[config.mk]
export PLATFORM = sky130hd
export DESIGN_NAME = fpt_top
export DESIGN_NICKNAME = d
export VERILOG_FILES = /design/src/logic/fpt_pkg.sv /design/src/logic/fpt_pwm_chan.sv /design/src/logic/fpt_tach_meas.sv /design/src/logic/fpt_top.sv
export VERILOG_INCLUDE_DIRS = /design/src /design/src/logic
export SDC_FILE = /design/constraint.sdc
export NUM_CORES = 1
export LEC_CHECK = 0
export ABC_AREA = 1
export BUFFER_PORTS_ARGS = -buffer_cell sky130_fd_sc_hd__buf_2
export CAP_MARGIN = 20
export CORE_UTILIZATION = 40
export DETAILED_ROUTE_END_ITERATION = 8
export GPL_TIMING_DRIVEN = 1
export PLACE_DENSITY = 0.53
export SYNTH_ARGS = -nofsm -noshare
export SYNTH_HDL_FRONTEND = slang
export SYNTH_SLANG_ARGS = --single-unit
[constraint.sdc]
create_clock -name ref_clk -period 7.1 [get_ports ref_clk]
set_clock_uncertainty 0.05 [all_clocks]
set_input_delay 1.065 -clock ref_clk [delete_from_list [all_inputs] [get_ports ref_clk]]
set_output_delay 1.065 -clock ref_clk [all_outputs]
set_load 0.005 [all_outputs]
[src/logic/fpt_defs.svh]
// Constants of the fan PWM and tachometer controller: offsets, fields, resets, timing.
// Assumes inclusion by bare name from the package and the design modules.
`ifndef FPT_DEFS_SVH
`define FPT_DEFS_SVH
`define FPT_NUM_FANS      4
`define FPT_CLK_HZ        10000000
`define FPT_PWM_FREQ_HZ   18
`define FPT_DUTY_STEPS    100
`define FPT_DUTY_FULL     7'h64
`define FPT_WINDOW_MS     125
`define FPT_STAGGER_MS    500
`define FPT_TICK_DIV      5'h1F
`define FPT_OFS_CTRL      8'h00
`define FPT_OFS_POWER0    8'h04
`define FPT_OFS_FSTIME    8'h14
`define FPT_OFS_GLITCH    8'h18
`define FPT_OFS_INTSTAT   8'h1C
`define FPT_OFS_INTMASK   8'h20
`define FPT_OFS_RESULT0   8'h24
`define FPT_OFS_STATUS    8'h34
`define FPT_CTRL_REP_LSB  0
`define FPT_CTRL_FS_LSB   4
`define FPT_INT_FS_BIT    4
`define FPT_RST_CTRL      8'h00
`define FPT_RST_FSTIME    8'h10
`define FPT_RST_GLITCH    8'h01
`define FPT_RST_INTMASK   5'h00
`endif

[src/logic/fpt_pkg.sv]
// Types shared by the fan PWM and tachometer controller modules.
// Assumes the constants header is on the include path.
`include "fpt_defs.svh"
package fpt_pkg;
  typedef enum logic [1:0] {FPT_LOAD, FPT_STAGGER, FPT_RUN} fpt_seq_t;
  typedef struct packed {
    logic gate;
  } fpt_chan_state_t;
  typedef struct packed {
    logic        active;
    logic        stretch;
    logic        primed;
    logic        prevTach;
    logic [7:0]  glCnt;
    logic [7:0]  edges;
    logic        running;
    logic [4:0]  div;
    logic [15:0] tRun;
    logic [15:0] ticks;
  } fpt_tach_state_t;
  typedef struct packed {
    logic [3:0]       ctrlRep;
    logic [3:0]       ctrlFs;
    logic [3:0][6:0]  power;
    logic [7:0]       fsTime;
    logic [7:0]       glitch;
    logic [4:0]       intStat;
    logic [4:0]       intMask;
    logic [3:0][23:0] result;
    logic [31:0]      rdata;
    fpt_seq_t         seq;
    logic [1:0]       startIdx;
    logic [3:0]       started;
    logic [22:0]      gapCnt;
    logic [12:0]      stepCnt;
    logic [6:0]       phase;
    logic [20:0]      winCnt;
    logic [1:0]       measFan;
    logic [7:0]       fsCnt;
    logic [31:0]      byteSh;
    logic [2:0]       byteCnt;
    logic [7:0]       byteOut;
    logic             byteValid;
    logic             byteFirst;
  } fpt_top_state_t;
endpackage

[src/logic/fpt_pwm_chan.sv]
// One fan channel: compares the shared duty phase with the channel duty.
// Assumes phase runs 0 to 99 once per PWM period and force_on comes from the tach logic.
`timescale 1ns/1ns
`default_nettype none
module fpt_pwm_chan
  import fpt_pkg::*;
(
  input  wire logic       ref_clk,
  input  wire logic       rst_b,
  input  wire logic       ce,
  input  wire logic [6:0] duty,
  input  wire logic [6:0] phase,
  input  wire logic       force_on,
  output logic            gateOn
);
  fpt_chan_state_t s_reg;
  fpt_chan_state_t s_next;

  always_comb begin
    s_next = s_reg;
    s_next.gate = force_on || (phase < duty);
  end

  always_ff @(posedge ref_clk or negedge rst_b) begin
    if (!rst_b) begin
      s_reg <= '0;
    end else if (ce) begin
      s_reg <= s_next;
    end
  end

  assign gateOn = s_reg.gate;

  property p_zero_off;
    @(posedge ref_clk) disable iff (!rst_b)
      ce && duty == 7'h00 && !force_on |=> !gateOn;
  endproperty
  a_zero_off: assert property (p_zero_off) else $error("Zero duty left the gate on.");

  property p_force_on;
    @(posedge ref_clk) disable iff (!rst_b)
      ce && force_on |=> gateOn;
  endproperty
  a_force_on: assert property (p_force_on) else $error("Forced fan not switched on.");
endmodule
`default_nettype wire

[src/logic/fpt_tach_meas.sv]
// Tach measurement for the fan under test: stretch control, edge and tick counting.
// Assumes start and winEnd pulse on the same window boundary and tach is synchronous.
`timescale 1ns/1ns
`default_nettype none
`include "fpt_defs.svh"
module fpt_tach_meas
  import fpt_pkg::*;
(
  input  wire logic        ref_clk,
  input  wire logic        rst_b,
  input  wire logic        ce,
  input  wire logic        start,
  input  wire logic        winEnd,
  input  wire logic        stepTick,
  input  wire logic        tach,
  input  wire logic [7:0]  glitch,
  output logic             active,
  output logic             stretch,
  output logic [7:0]       cycles,
  output logic [15:0]      ticks
);
  fpt_tach_state_t s_reg;
  fpt_tach_state_t s_next;
  logic            edgeSeen;

  always_comb begin
    s_next = s_reg;
    edgeSeen = s_reg.active && s_reg.primed && tach && !s_reg.prevTach && s_reg.glCnt == 8'h00;
    s_next.prevTach = tach;
    s_next.primed = s_reg.active;
    if (s_reg.active && stepTick && s_reg.glCnt != 8'h00) begin
      s_next.glCnt = s_reg.glCnt - 8'h01;
    end
    if (s_reg.running) begin
      s_next.div = s_reg.div + 5'h01;
      if (s_reg.div == `FPT_TICK_DIV && s_reg.tRun != 16'hFFFF) begin
        s_next.tRun = s_reg.tRun + 16'h0001;
      end
    end
    if (edgeSeen) begin
      s_next.running = 1'b1;
      s_next.ticks = s_reg.tRun;
      if (s_reg.edges != 8'hFF) begin
        s_next.edges = s_reg.edges + 8'h01;
      end
    end
    // Release once the glitch delay is over and two filtered edges were counted.
    if (s_reg.stretch && s_reg.glCnt == 8'h00 && s_reg.edges >= 8'h02) begin
      s_next.stretch = 1'b0;
    end
    if (winEnd) begin
      s_next.active = 1'b0;
      s_next.stretch = 1'b0;
    end
    if (start) begin
      s_next = '0;
      s_next.active = 1'b1;
      s_next.stretch = 1'b1;
      s_next.glCnt = glitch;
    end
  end

  always_ff @(posedge ref_clk or negedge rst_b) begin
    if (!rst_b) begin
      s_reg <= '0;
    end else if (ce) begin
      s_reg <= s_next;
    end
  end

  assign active = s_reg.active;
  assign stretch = s_reg.stretch;
  assign cycles = s_reg.edges;
  assign ticks = s_reg.ticks;

  property p_hold;
    @(posedge ref_clk) disable iff (!rst_b)
      ce && stretch && !winEnd && (s_reg.glCnt != 8'h00 || cycles < 8'h02) |=> stretch;
  endproperty
  a_hold: assert property (p_hold) else $error("Stretch released too early.");

  property p_max_stretch;
    @(posedge ref_clk) disable iff (!rst_b)
      ce && winEnd && !start |=> !stretch;
  endproperty
  a_max_stretch: assert property (p_max_stretch) else $error("Stretch outlived window.");

  property p_saturate;
    @(posedge ref_clk) disable iff (!rst_b)
      ce && !start && cycles == 8'hFF |=> cycles == 8'hFF;
  endproperty
  a_saturate: assert property (p_saturate) else $error("Tach count wrapped.");
endmodule
`default_nettype wire

[src/logic/fpt_top.sv]
// Fan PWM and tachometer controller top: registers, timing, rotation, start-up, fail-safe.
// Assumes a 10 MHz ref_clk, synchronous tach inputs and a strobe register master.
//
// Decided for this implementation: the register addresses and the strobed register port.
`timescale 1ns/1ns
`default_nettype none
`include "fpt_defs.svh"
// What this block does
// - Each of four fans has its own PWM output with duty from zero to full on.
// - Every fan PWM repeats at about 18 Hz and drives the fan's ground-side switch.
// - A fan's tach activity is counted over a window of one eighth of a second.
// - Fans are measured in a fixed rotation so each result refreshes every half second.
// - A fan enabled for reporting is forced fully on at the start of its window.
// - The force holds until the glitch delay has passed and two tach edges were seen.
// - A stretched on-pulse never lasts beyond one eighth of a second.
// - A fan with fail-safe enabled goes to full power when the host stops refreshing power.
// - At power-up each fan's power is full on or the saved boot value.
// - After power-up fans that are on start one at a time, half a second apart.
// - Each result carries fan index, tach cycles and a 16-bit tick count, high byte first.
module fpt_top
  import fpt_pkg::*;
#(
  parameter int STEP_CYC    = `FPT_CLK_HZ / (`FPT_PWM_FREQ_HZ * `FPT_DUTY_STEPS),
  parameter int WINDOW_CYC  = (`FPT_CLK_HZ / 1000) * `FPT_WINDOW_MS,
  parameter int STAGGER_CYC = (`FPT_CLK_HZ / 1000) * `FPT_STAGGER_MS
)
(
  input  wire logic        ref_clk,
  input  wire logic        rst_b,
  input  wire logic        ce,
  input  wire logic [7:0]  regAddr,
  input  wire logic [31:0] regWdata,
  input  wire logic        regWr,
  input  wire logic        regRd,
  output logic [31:0]      regRdata,
  input  wire logic [3:0]  fanTach,
  input  wire logic        bootUseSaved,
  input  wire logic [27:0] bootPower,
  output logic [3:0]       fanGateOn,
  output logic             irq,
  output logic [7:0]       resultByte,
  output logic             resultByteValid,
  output logic             resultByteFirst
);
  fpt_top_state_t  s_reg;
  fpt_top_state_t  s_next;
  logic            stepTick;
  logic            winEnd;
  logic            fsExpired;
  logic            tachStart;
  logic            tachActive;
  logic            tachStretch;
  logic [7:0]      tachCycles;
  logic [15:0]     tachTicks;
  logic [3:0][6:0] effDuty;
  logic [3:0]      forceOn;
  logic [3:0]      fsActive;

  // Returns {hit, index} for a bank of four word registers starting at base.
  function automatic logic [2:0] bankSel(input logic [7:0] a, input logic [7:0] base);
    logic [7:0] d;
    d = a - base;
    bankSel = {(a >= base) && (d < 8'h10) && (d[1:0] == 2'b00), d[3:2]};
  endfunction

  // Values above full scale are clamped so the duty compare stays meaningful.
  function automatic logic [6:0] clampPct(input logic [31:0] v);
    clampPct = (v > 32'(`FPT_DUTY_FULL)) ? `FPT_DUTY_FULL : v[6:0];
  endfunction

  assign stepTick = (s_reg.stepCnt == 13'(STEP_CYC - 1));
  assign winEnd = (s_reg.winCnt == 21'(WINDOW_CYC - 1));
  assign fsExpired = (s_reg.fsTime != 8'h00) && (s_reg.fsCnt >= s_reg.fsTime);
  assign tachStart = winEnd && s_reg.ctrlRep[s_reg.measFan + 2'd1];

  always_comb begin
    for (int i = 0; i < `FPT_NUM_FANS; i++) begin
      fsActive[i] = s_reg.ctrlFs[i] && fsExpired;
      forceOn[i] = s_reg.started[i] && tachStretch && (s_reg.measFan == 2'(i));
      if (!s_reg.started[i]) begin
        effDuty[i] = 7'h00;
      end else if (fsActive[i]) begin
        effDuty[i] = `FPT_DUTY_FULL;
      end else begin
        effDuty[i] = s_reg.power[i];
      end
    end
  end

  always_comb begin
    logic [2:0] pSel;
    logic [2:0] rSel;
    logic [4:0] intSet;
    logic [4:0] intClr;
    s_next = s_reg;
    pSel = bankSel(regAddr, `FPT_OFS_POWER0);
    rSel = bankSel(regAddr, `FPT_OFS_RESULT0);
    intSet = '0;
    intClr = '0;

    // Shared duty phase: 100 steps per PWM period.
    s_next.stepCnt = stepTick ? 13'h0000 : s_reg.stepCnt + 13'h0001;
    if (stepTick) begin
      s_next.phase = (s_reg.phase == 7'(`FPT_DUTY_STEPS - 1)) ? 7'h00 : s_reg.phase + 7'h01;
    end

    // Window rotation over the four fans.
    s_next.winCnt = winEnd ? 21'h000000 : s_reg.winCnt + 21'h000001;
    if (winEnd) begin
      s_next.measFan = s_reg.measFan + 2'd1;
      if (s_reg.fsCnt != 8'hFF) begin
        s_next.fsCnt = s_reg.fsCnt + 8'h01;
      end
      if (tachActive) begin
        s_next.result[s_reg.measFan] = {tachCycles, tachTicks};
        s_next.byteSh = {6'h00, s_reg.measFan, tachCycles, tachTicks};
        s_next.byteCnt = 3'd4;
        intSet[s_reg.measFan] = 1'b1;
      end
    end
    if (s_next.fsCnt == s_reg.fsTime && s_reg.fsCnt != s_reg.fsTime && s_reg.fsTime != 8'h00
        && s_reg.ctrlFs != 4'h0) begin
      intSet[`FPT_INT_FS_BIT] = 1'b1;
    end

    // Result stream, one byte per cycle, index first and tick high byte before low byte.
    s_next.byteValid = 1'b0;
    s_next.byteFirst = 1'b0;
    if (s_reg.byteCnt != 3'd0) begin
      s_next.byteOut = s_reg.byteSh[31:24];
      s_next.byteValid = 1'b1;
      s_next.byteFirst = (s_reg.byteCnt == 3'd4);
      s_next.byteSh = {s_reg.byteSh[23:0], 8'h00};
      s_next.byteCnt = s_reg.byteCnt - 3'd1;
    end

    // Start-up: load power, then switch fans on one by one.
    case (s_reg.seq)
      FPT_LOAD: begin
        for (int i = 0; i < `FPT_NUM_FANS; i++) begin
          s_next.power[i] = bootUseSaved ? clampPct(32'(bootPower[7*i +: 7])) : `FPT_DUTY_FULL;
        end
        s_next.seq = FPT_STAGGER;
      end
      FPT_STAGGER: begin
        if (s_reg.gapCnt != 23'h000000) begin
          s_next.gapCnt = s_reg.gapCnt - 23'h000001;
        end else begin
          s_next.started[s_reg.startIdx] = 1'b1;
          if (s_reg.power[s_reg.startIdx] != 7'h00) begin
            s_next.gapCnt = 23'(STAGGER_CYC - 1);
          end
          s_next.startIdx = s_reg.startIdx + 2'd1;
          if (s_reg.startIdx == 2'd3) begin
            s_next.seq = FPT_RUN;
          end
        end
      end
      FPT_RUN: begin
        s_next.seq = FPT_RUN;
      end
      default: begin
        s_next.seq = FPT_LOAD;
      end
    endcase

    // Register writes.
    if (regWr) begin
      if (pSel[2]) begin
        s_next.power[pSel[1:0]] = clampPct(regWdata);
        s_next.fsCnt = 8'h00;
      end
      case (regAddr)
        `FPT_OFS_CTRL: begin
          s_next.ctrlRep = regWdata[`FPT_CTRL_REP_LSB +: 4];
          s_next.ctrlFs = regWdata[`FPT_CTRL_FS_LSB +: 4];
        end
        `FPT_OFS_FSTIME: s_next.fsTime = regWdata[7:0];
        `FPT_OFS_GLITCH: s_next.glitch = regWdata[7:0];
        `FPT_OFS_INTSTAT: intClr = regWdata[4:0];
        `FPT_OFS_INTMASK: s_next.intMask = regWdata[4:0];
        default: begin
        end
      endcase
    end
    // A new event in the clearing cycle survives the clear.
    s_next.intStat = (s_reg.intStat & ~intClr) | intSet;

    // Register reads: data stand in the cycle after the strobe only.
    s_next.rdata = 32'h00000000;
    if (regRd) begin
      if (pSel[2]) begin
        s_next.rdata = {25'h0000000, s_reg.power[pSel[1:0]]};
      end else if (rSel[2]) begin
        s_next.rdata = {8'h00, s_reg.result[rSel[1:0]]};
      end else begin
        case (regAddr)
          `FPT_OFS_CTRL: s_next.rdata = {24'h000000, s_reg.ctrlFs, s_reg.ctrlRep};
          `FPT_OFS_FSTIME: s_next.rdata = {24'h000000, s_reg.fsTime};
          `FPT_OFS_GLITCH: s_next.rdata = {24'h000000, s_reg.glitch};
          `FPT_OFS_INTSTAT: s_next.rdata = {27'h0000000, s_reg.intStat};
          `FPT_OFS_INTMASK: s_next.rdata = {27'h0000000, s_reg.intMask};
          `FPT_OFS_STATUS: s_next.rdata = {18'h00000, tachStretch, tachActive, s_reg.measFan,
                                           fsActive, s_reg.started};
          default: s_next.rdata = 32'h00000000;
        endcase
      end
    end
  end

  always_ff @(posedge ref_clk or negedge rst_b) begin
    if (!rst_b) begin
      s_reg <= '0;
      s_reg.ctrlRep <= 4'(`FPT_RST_CTRL);
      s_reg.ctrlFs <= 4'(`FPT_RST_CTRL >> `FPT_CTRL_FS_LSB);
      s_reg.fsTime <= `FPT_RST_FSTIME;
      s_reg.glitch <= `FPT_RST_GLITCH;
      s_reg.intMask <= `FPT_RST_INTMASK;
    end else if (ce) begin
      s_reg <= s_next;
    end
  end

  fpt_tach_meas u_fpt_tach_meas (
    .ref_clk  (ref_clk),
    .rst_b    (rst_b),
    .ce       (ce),
    .start    (tachStart),
    .winEnd   (winEnd),
    .stepTick (stepTick),
    .tach     (fanTach[s_reg.measFan]),
    .glitch   (s_reg.glitch),
    .active   (tachActive),
    .stretch  (tachStretch),
    .cycles   (tachCycles),
    .ticks    (tachTicks)
  );

  genvar gi;
  generate
    for (gi = 0; gi < `FPT_NUM_FANS; gi++) begin : g_chan
      fpt_pwm_chan u_fpt_pwm_chan (
        .ref_clk  (ref_clk),
        .rst_b    (rst_b),
        .ce       (ce),
        .duty     (effDuty[gi]),
        .phase    (s_reg.phase),
        .force_on (forceOn[gi]),
        .gateOn   (fanGateOn[gi])
      );
    end
  endgenerate

  assign regRdata = s_reg.rdata;
  assign irq = |(s_reg.intStat & s_reg.intMask);
  assign resultByte = s_reg.byteOut;
  assign resultByteValid = s_reg.byteValid;
  assign resultByteFirst = s_reg.byteFirst;

  property p_phase_range;
    @(posedge ref_clk) disable iff (!rst_b)
      s_reg.phase < 7'(`FPT_DUTY_STEPS) && s_reg.stepCnt < 13'(STEP_CYC);
  endproperty
  a_phase_range: assert property (p_phase_range) else $error("PWM phase out of range.");

  property p_window;
    @(posedge ref_clk) disable iff (!rst_b)
      ce && winEnd |=> s_reg.winCnt == 21'h000000 && s_reg.measFan == $past(s_reg.measFan) + 2'd1;
  endproperty
  a_window: assert property (p_window) else $error("Window rotation broken.");

  property p_start_force;
    @(posedge ref_clk) disable iff (!rst_b)
      ce && tachStart |=> tachStretch && tachActive;
  endproperty
  a_start_force: assert property (p_start_force) else $error("Window start did not force.");

  property p_failsafe;
    @(posedge ref_clk) disable iff (!rst_b)
      ce && s_reg.started[0] && s_reg.ctrlFs[0] && fsExpired |=> fanGateOn[0];
  endproperty
  a_failsafe: assert property (p_failsafe) else $error("Fail-safe did not force full power.");

  property p_stagger;
    @(posedge ref_clk) disable iff (!rst_b)
      ce && s_reg.gapCnt != 23'h000000 |=> s_reg.started == $past(s_reg.started);
  endproperty
  a_stagger: assert property (p_stagger) else $error("Fan started inside the gap.");

  property p_pct;
    @(posedge ref_clk) disable iff (!rst_b)
      s_reg.power[0] <= `FPT_DUTY_FULL && s_reg.power[3] <= `FPT_DUTY_FULL;
  endproperty
  a_pct: assert property (p_pct) else $error("Power above full scale.");

  property p_stream;
    @(posedge ref_clk) disable iff (!rst_b)
      ce && winEnd && tachActive ##1 ce [*2] |-> resultByteFirst
        && resultByte == {6'h00, $past(s_reg.measFan, 2)};
  endproperty
  a_stream: assert property (p_stream) else $error("Result stream out of order.");

  property p_load;
    @(posedge ref_clk) disable iff (!rst_b)
      ce && s_reg.seq == FPT_LOAD && !bootUseSaved |=> s_reg.power[1] == `FPT_DUTY_FULL;
  endproperty
  a_load: assert property (p_load) else $error("Default power not full on.");

  property p_freeze;
    @(posedge ref_clk) disable iff (!rst_b)
      !ce |=> $stable(s_reg);
  endproperty
  a_freeze: assert property (p_freeze) else $error("State moved with ce low.");

  property p_idle_off;
    @(posedge ref_clk) disable iff (!rst_b)
      ce && !s_reg.started[1] |=> !fanGateOn[1];
  endproperty
  a_idle_off: assert property (p_idle_off) else $error("Fan on before start.");

  property p_full_on;
    @(posedge ref_clk) disable iff (!rst_b)
      ce && s_reg.started[2] && s_reg.power[2] == `FPT_DUTY_FULL |=> fanGateOn[2];
  endproperty
  a_full_on: assert property (p_full_on) else $error("Full power fan off.");

  property p_tick;
    @(posedge ref_clk) disable iff (!rst_b)
      ce && stepTick |=> s_reg.stepCnt == 13'h0000;
  endproperty
  a_tick: assert property (p_tick) else $error("Step counter missed wrap.");

  property p_no_force;
    @(posedge ref_clk) disable iff (!rst_b)
      ce && winEnd && !tachStart |=> !tachStretch;
  endproperty
  a_no_force: assert property (p_no_force) else $error("Unreported fan forced.");

  property p_queue;
    @(posedge ref_clk) disable iff (!rst_b)
      ce && winEnd && tachActive |=> s_reg.byteCnt == 3'd4;
  endproperty
  a_queue: assert property (p_queue) else $error("Result not queued.");
endmodule
`default_nettype wire

==> insert_results.sql <==
INSERT INTO impl_metrics (metric_group, metric, value, unit) VALUES
('run_status', 'outcome', 'completed', ''),
('cts', 'tritoncts', 'built', ''),
('global_routing', 'grt_overflow', '0', ''),
('setup_path', 'cp_max_fo', '55', ''),
('synth', 'ys_types', '54', ''),
('cts', 'cts.hold.buffers_added', '0', ''),
('setup_path', 'worstSetupPathType', 'reg -> reg', ''),
('sta', 'worst_slew_pin_slew', '1050', 'ps'),
('pwr', 'power_per_cell_area', '271', 'nW/um2'),
('global_routing', 'grt_first_pass_wirelength', '99200', 'um'),
('cts', 'cts_htree_levels', '2', ''),
('cts', 'ctsLongestPathBuffers', '3', ''),
('setup_path', 'critical_path_required', '7510', 'ps'),
('global_routing', 'first_global_vias', '17132', ''),
('synth', 'synthesis.yosys.warnings', '0', ''),
('sta', 'worst_slew_margin_rel', '0.297', ''),
('final_layout', 'area_growth', '11.4', '%'),
('drt', 'detail_route.wirelength', '63200', 'um'),
('placed_design', 'numPortBuffers', '116', ''),
('setup_path', 'timing.critical_path.to_type', 'flip-flop', ''),
('sta', 'grt_setup_unrepaired', 'no', ''),
('cts', 'cts.repair.resized', '0', ''),
('drt', 'routed-via-count', '18227', ''),
('placed_design', 'gp_congestion', '0.890', ''),
('setup_path', 'cp-startpoint', 's_reg[55]', ''),
('cts', 'clkLatencyLatePin', '580', 'ps'),
('cts', 'clk_pin_slew', '60', 'ps'),
('floorplan', 'initial_core_util', '0.407', ''),
('synth', 'synth_top_cells_by_area', 'sky130_fd_sc_hd__dfrtp_1, sky130_fd_sc_hd__nand2_1, sky130_fd_sc_hd__o21ai_0, sky130_fd_sc_hd__inv_1, sky130_fd_sc_hd__nand3_1', ''),
('cts', 'numClockSinks', '371', ''),
('sta', 'final-hold-violation-count', '0', ''),
('job', 'max_cap_viol_count', '0', ''),
('pwr', 'peakVddDrop', '188', 'uV'),
('global_routing', 'global_route.usage.total', '0.242', ''),
('global_routing', 'grt_start_max_net_pins', '163', ''),
('cts', 'clock_buffer_count_from_cts', '46', ''),
('synth', 'yosys_most_used_dff', 'sky130_fd_sc_hd__dfrtp_1', ''),
('synth', 'ys_seq_area_frac', '0.453', ''),
('hold_path', 'worst_hold_path_type', 'in -> async', ''),
('placed_design', 'dp_slack', '3310', 'ps'),
('final_layout', 'final_net_count', '2833', ''),
('drt', 'wl_per_cell', '18.6', 'um'),
('sta', 'timing_max_transition_violations_final', '0', ''),
('setup_path', 'critical_path_data_arrival_time', '3920', 'ps'),
('synth', 'synth_edf_count', '0', ''),
('synth', 'syn_avg_cell_area', '7.74', 'um2'),
('global_routing', 'initial_antenna_violation_count', '2', ''),
('floorplan', 'core-area', '50400', 'um2'),
('setup_path', 'ff_to_ff_start', 's_reg[55]', ''),
('drt', 'drt.antenna.violating_nets', '0', ''),
('drt', 'drt_drc_violations_left', '0', ''),
('drt', 'vias_per_cell', '5.37', ''),
('cts', 'ctsRootBufferMaster', 'sky130_fd_sc_hd__clkbuf_16', ''),
('sta', 'setup_violations', '0', ''),
('pwr', 'cellLeakagePower', '11.1', 'nW'),
('sta', 'final_min_period_over_clock_period', '0.494', ''),
('drt', 'drt_first_pass_iters', '5', ''),
('synth', 'synthesis.instances', '2647', ''),
('placed_design', 'detailed_place_hpwl', '45000', 'um'),
('sta', 'final.setup.tns', '0', 'ps'),
('synth', 'synth_area_leader_cell', 'sky130_fd_sc_hd__dfrtp_1', ''),
('floorplan', 'die-width', '228', 'um'),
('floorplan', 'die-height', '228', 'um'),
('sta', 'period_needed', '3510', 'ps'),
('sta', 'max_freq', '285', 'MHz'),
('synth', 'mappedNetlistArea', '20500', 'um2'),
('setup_path', 'worstSetupStartpointType', 'flip-flop', ''),
('synth', 'yosys.area.top_type_share', '0.451', ''),
('floorplan', 'ios', '125', ''),
('sta', 'fin_ws', '3590', 'ps'),
('final_layout', 'post_route_cells_drive_above_1_share', '0.0910', ''),
('drt', 'first_iter_violations', '1639', ''),
('cts', 'number_of_post_cts_setup_repair_buffers', '0', ''),
('floorplan', 'die_area', '52100', 'um2'),
('synth', 'ys_ff_latch', '371', ''),
('synth', 'synthArstFlopShare', '1.00', ''),
('final_layout', 'largest_register_ff_count', '275', ''),
('floorplan', 'std_cell_rows', '82', '');
[cells in the mapped netlist (5+ instances only)]
master and instances:
sky130_fd_sc_hd__nand2_2 8, sky130_fd_sc_hd__a22oi_1 9, sky130_fd_sc_hd__nor4_1 26, sky130_fd_sc_hd__nor3_1 43, sky130_fd_sc_hd__ha_1 62, sky130_fd_sc_hd__a22o_1 12
sky130_fd_sc_hd__nand3_1 176, sky130_fd_sc_hd__inv_2 11, sky130_fd_sc_hd__nand4_1 30, sky130_fd_sc_hd__clkinv_1 6, sky130_fd_sc_hd__o22ai_1 78, sky130_fd_sc_hd__nor2_2 5
sky130_fd_sc_hd__xor2_1 36, sky130_fd_sc_hd__o21ai_2 7, sky130_fd_sc_hd__buf_4 50, sky130_fd_sc_hd__o21ai_0 332, sky130_fd_sc_hd__xnor2_1 15, sky130_fd_sc_hd__buf_2 32
sky130_fd_sc_hd__o211ai_1 14, sky130_fd_sc_hd__a21oi_1 82, sky130_fd_sc_hd__buf_1 10, sky130_fd_sc_hd__dfrtp_1 369, sky130_fd_sc_hd__nor2_1 211, sky130_fd_sc_hd__or2_2 5
sky130_fd_sc_hd__a211oi_1 6, sky130_fd_sc_hd__inv_1 252, sky130_fd_sc_hd__o31ai_1 5, sky130_fd_sc_hd__clkbuf_1 44, sky130_fd_sc_hd__nand2_1 653, sky130_fd_sc_hd__a31oi_1 17
[placed cells by master (no fill, tap or decap), drive strengths merged, types with 14 or more instances in the layout]
cell,instances
o21ai,341
nor3,44
inv,264
a21oi,85
nand2,664
nand4,30
o22ai,78
a31oi,17
nor2,217
xor2,36
clkbuf,72
dfrtp,369
nand3,178
ha,62
buf,131
o211ai,14
nor4,26
xnor2,15
[critical path, stage by stage, from the launching register on]
cell	delay, ps
sky130_fd_sc_hd__dfrtp_1	410
sky130_fd_sc_hd__ha_1	300
sky130_fd_sc_hd__nand3_1	230
sky130_fd_sc_hd__nor4_1	230
sky130_fd_sc_hd__nand2_1	250
sky130_fd_sc_hd__nor2_2	530
sky130_fd_sc_hd__nand2_1	180
sky130_fd_sc_hd__nand2_2	700
sky130_fd_sc_hd__inv_2	220
sky130_fd_sc_hd__o21ai_0	210
sky130_fd_sc_hd__nand2_1	70
[layer usage]
metal  GRT usage  share of wire  wire [um]  up-vias
met5           0              0          0        -
met4      0.0956          0.036       2290        0
met3      0.0394          0.062       3930       97
met2       0.376           0.44      28000      557
met1       0.337           0.46      29000     8717
li1            -              -          -     8856
[final cells by class]
type / count / area (um2)
Antenna cell: 1 / 2.50
Clock buffer: 72 / 1390
Clock inverter: 7 / 118
Fill cell: 5093 / 27600
Inverter: 271 / 1020
Multi-Input combinational cell: 1872 / 9420
Sequential cell: 371 / 9290
Tap cell: 672 / 841
Timing Repair Buffer: 131 / 731
[final timing paths]
path                                  to  cells after the start  slack (ps)
setup / recovery               s_reg[11]                     10        3590
setup reg to reg               s_reg[11]                     10        3590
hold / removal                 s_reg[47]                      1         380
hold reg to reg                s_reg[22]                      2         430
max in group asynchronous  resultByte[6]                      2        5350
min in group ref_clk           s_reg[22]                      2         430
[cells by family after synthesis]
| group | after synthesis | synth area share |
|---|---|---|
| flip-flops | 371 | 0.453 |
| multiplexers | 1 | 0.000550 |
| AND/OR/NAND/NOR | 1173 | 0.242 |
| XOR/XNOR | 51 | 0.0218 |
| adder cells (fa/ha/maj) | 62 | 0.0379 |
| buffers and inverters | 411 | 0.0879 |
| AO/OA/AOI/OAI | 577 | 0.157 |
| other | 1 | 0.000183 |
[power breakdown]
group / total, mW / leakage [nW] / internal, mW / switching, mW
logic: 1.20 / 5.63 / 0.425 / 0.779
registers: 2.61 / 4.77 / 2.36 / 0.256
clock network: 2.37 / 0.740 / 1.44 / 0.930
[through the flow]
step	power [mW]	util	instances	hold slack (ps)	instance area, um2
floorplan	3.46	-	2654	398	20500
global placement	3.82	0.423	3317	410	21300
detailed placement	3.85	0.423	3317	416	21300
CTS	6.25	0.453	3396	366	22800
global route	6.54	0.453	3396	403	22800
finish	6.19	0.453	3397	379	22800
Power figures use the tool's default switching activity.
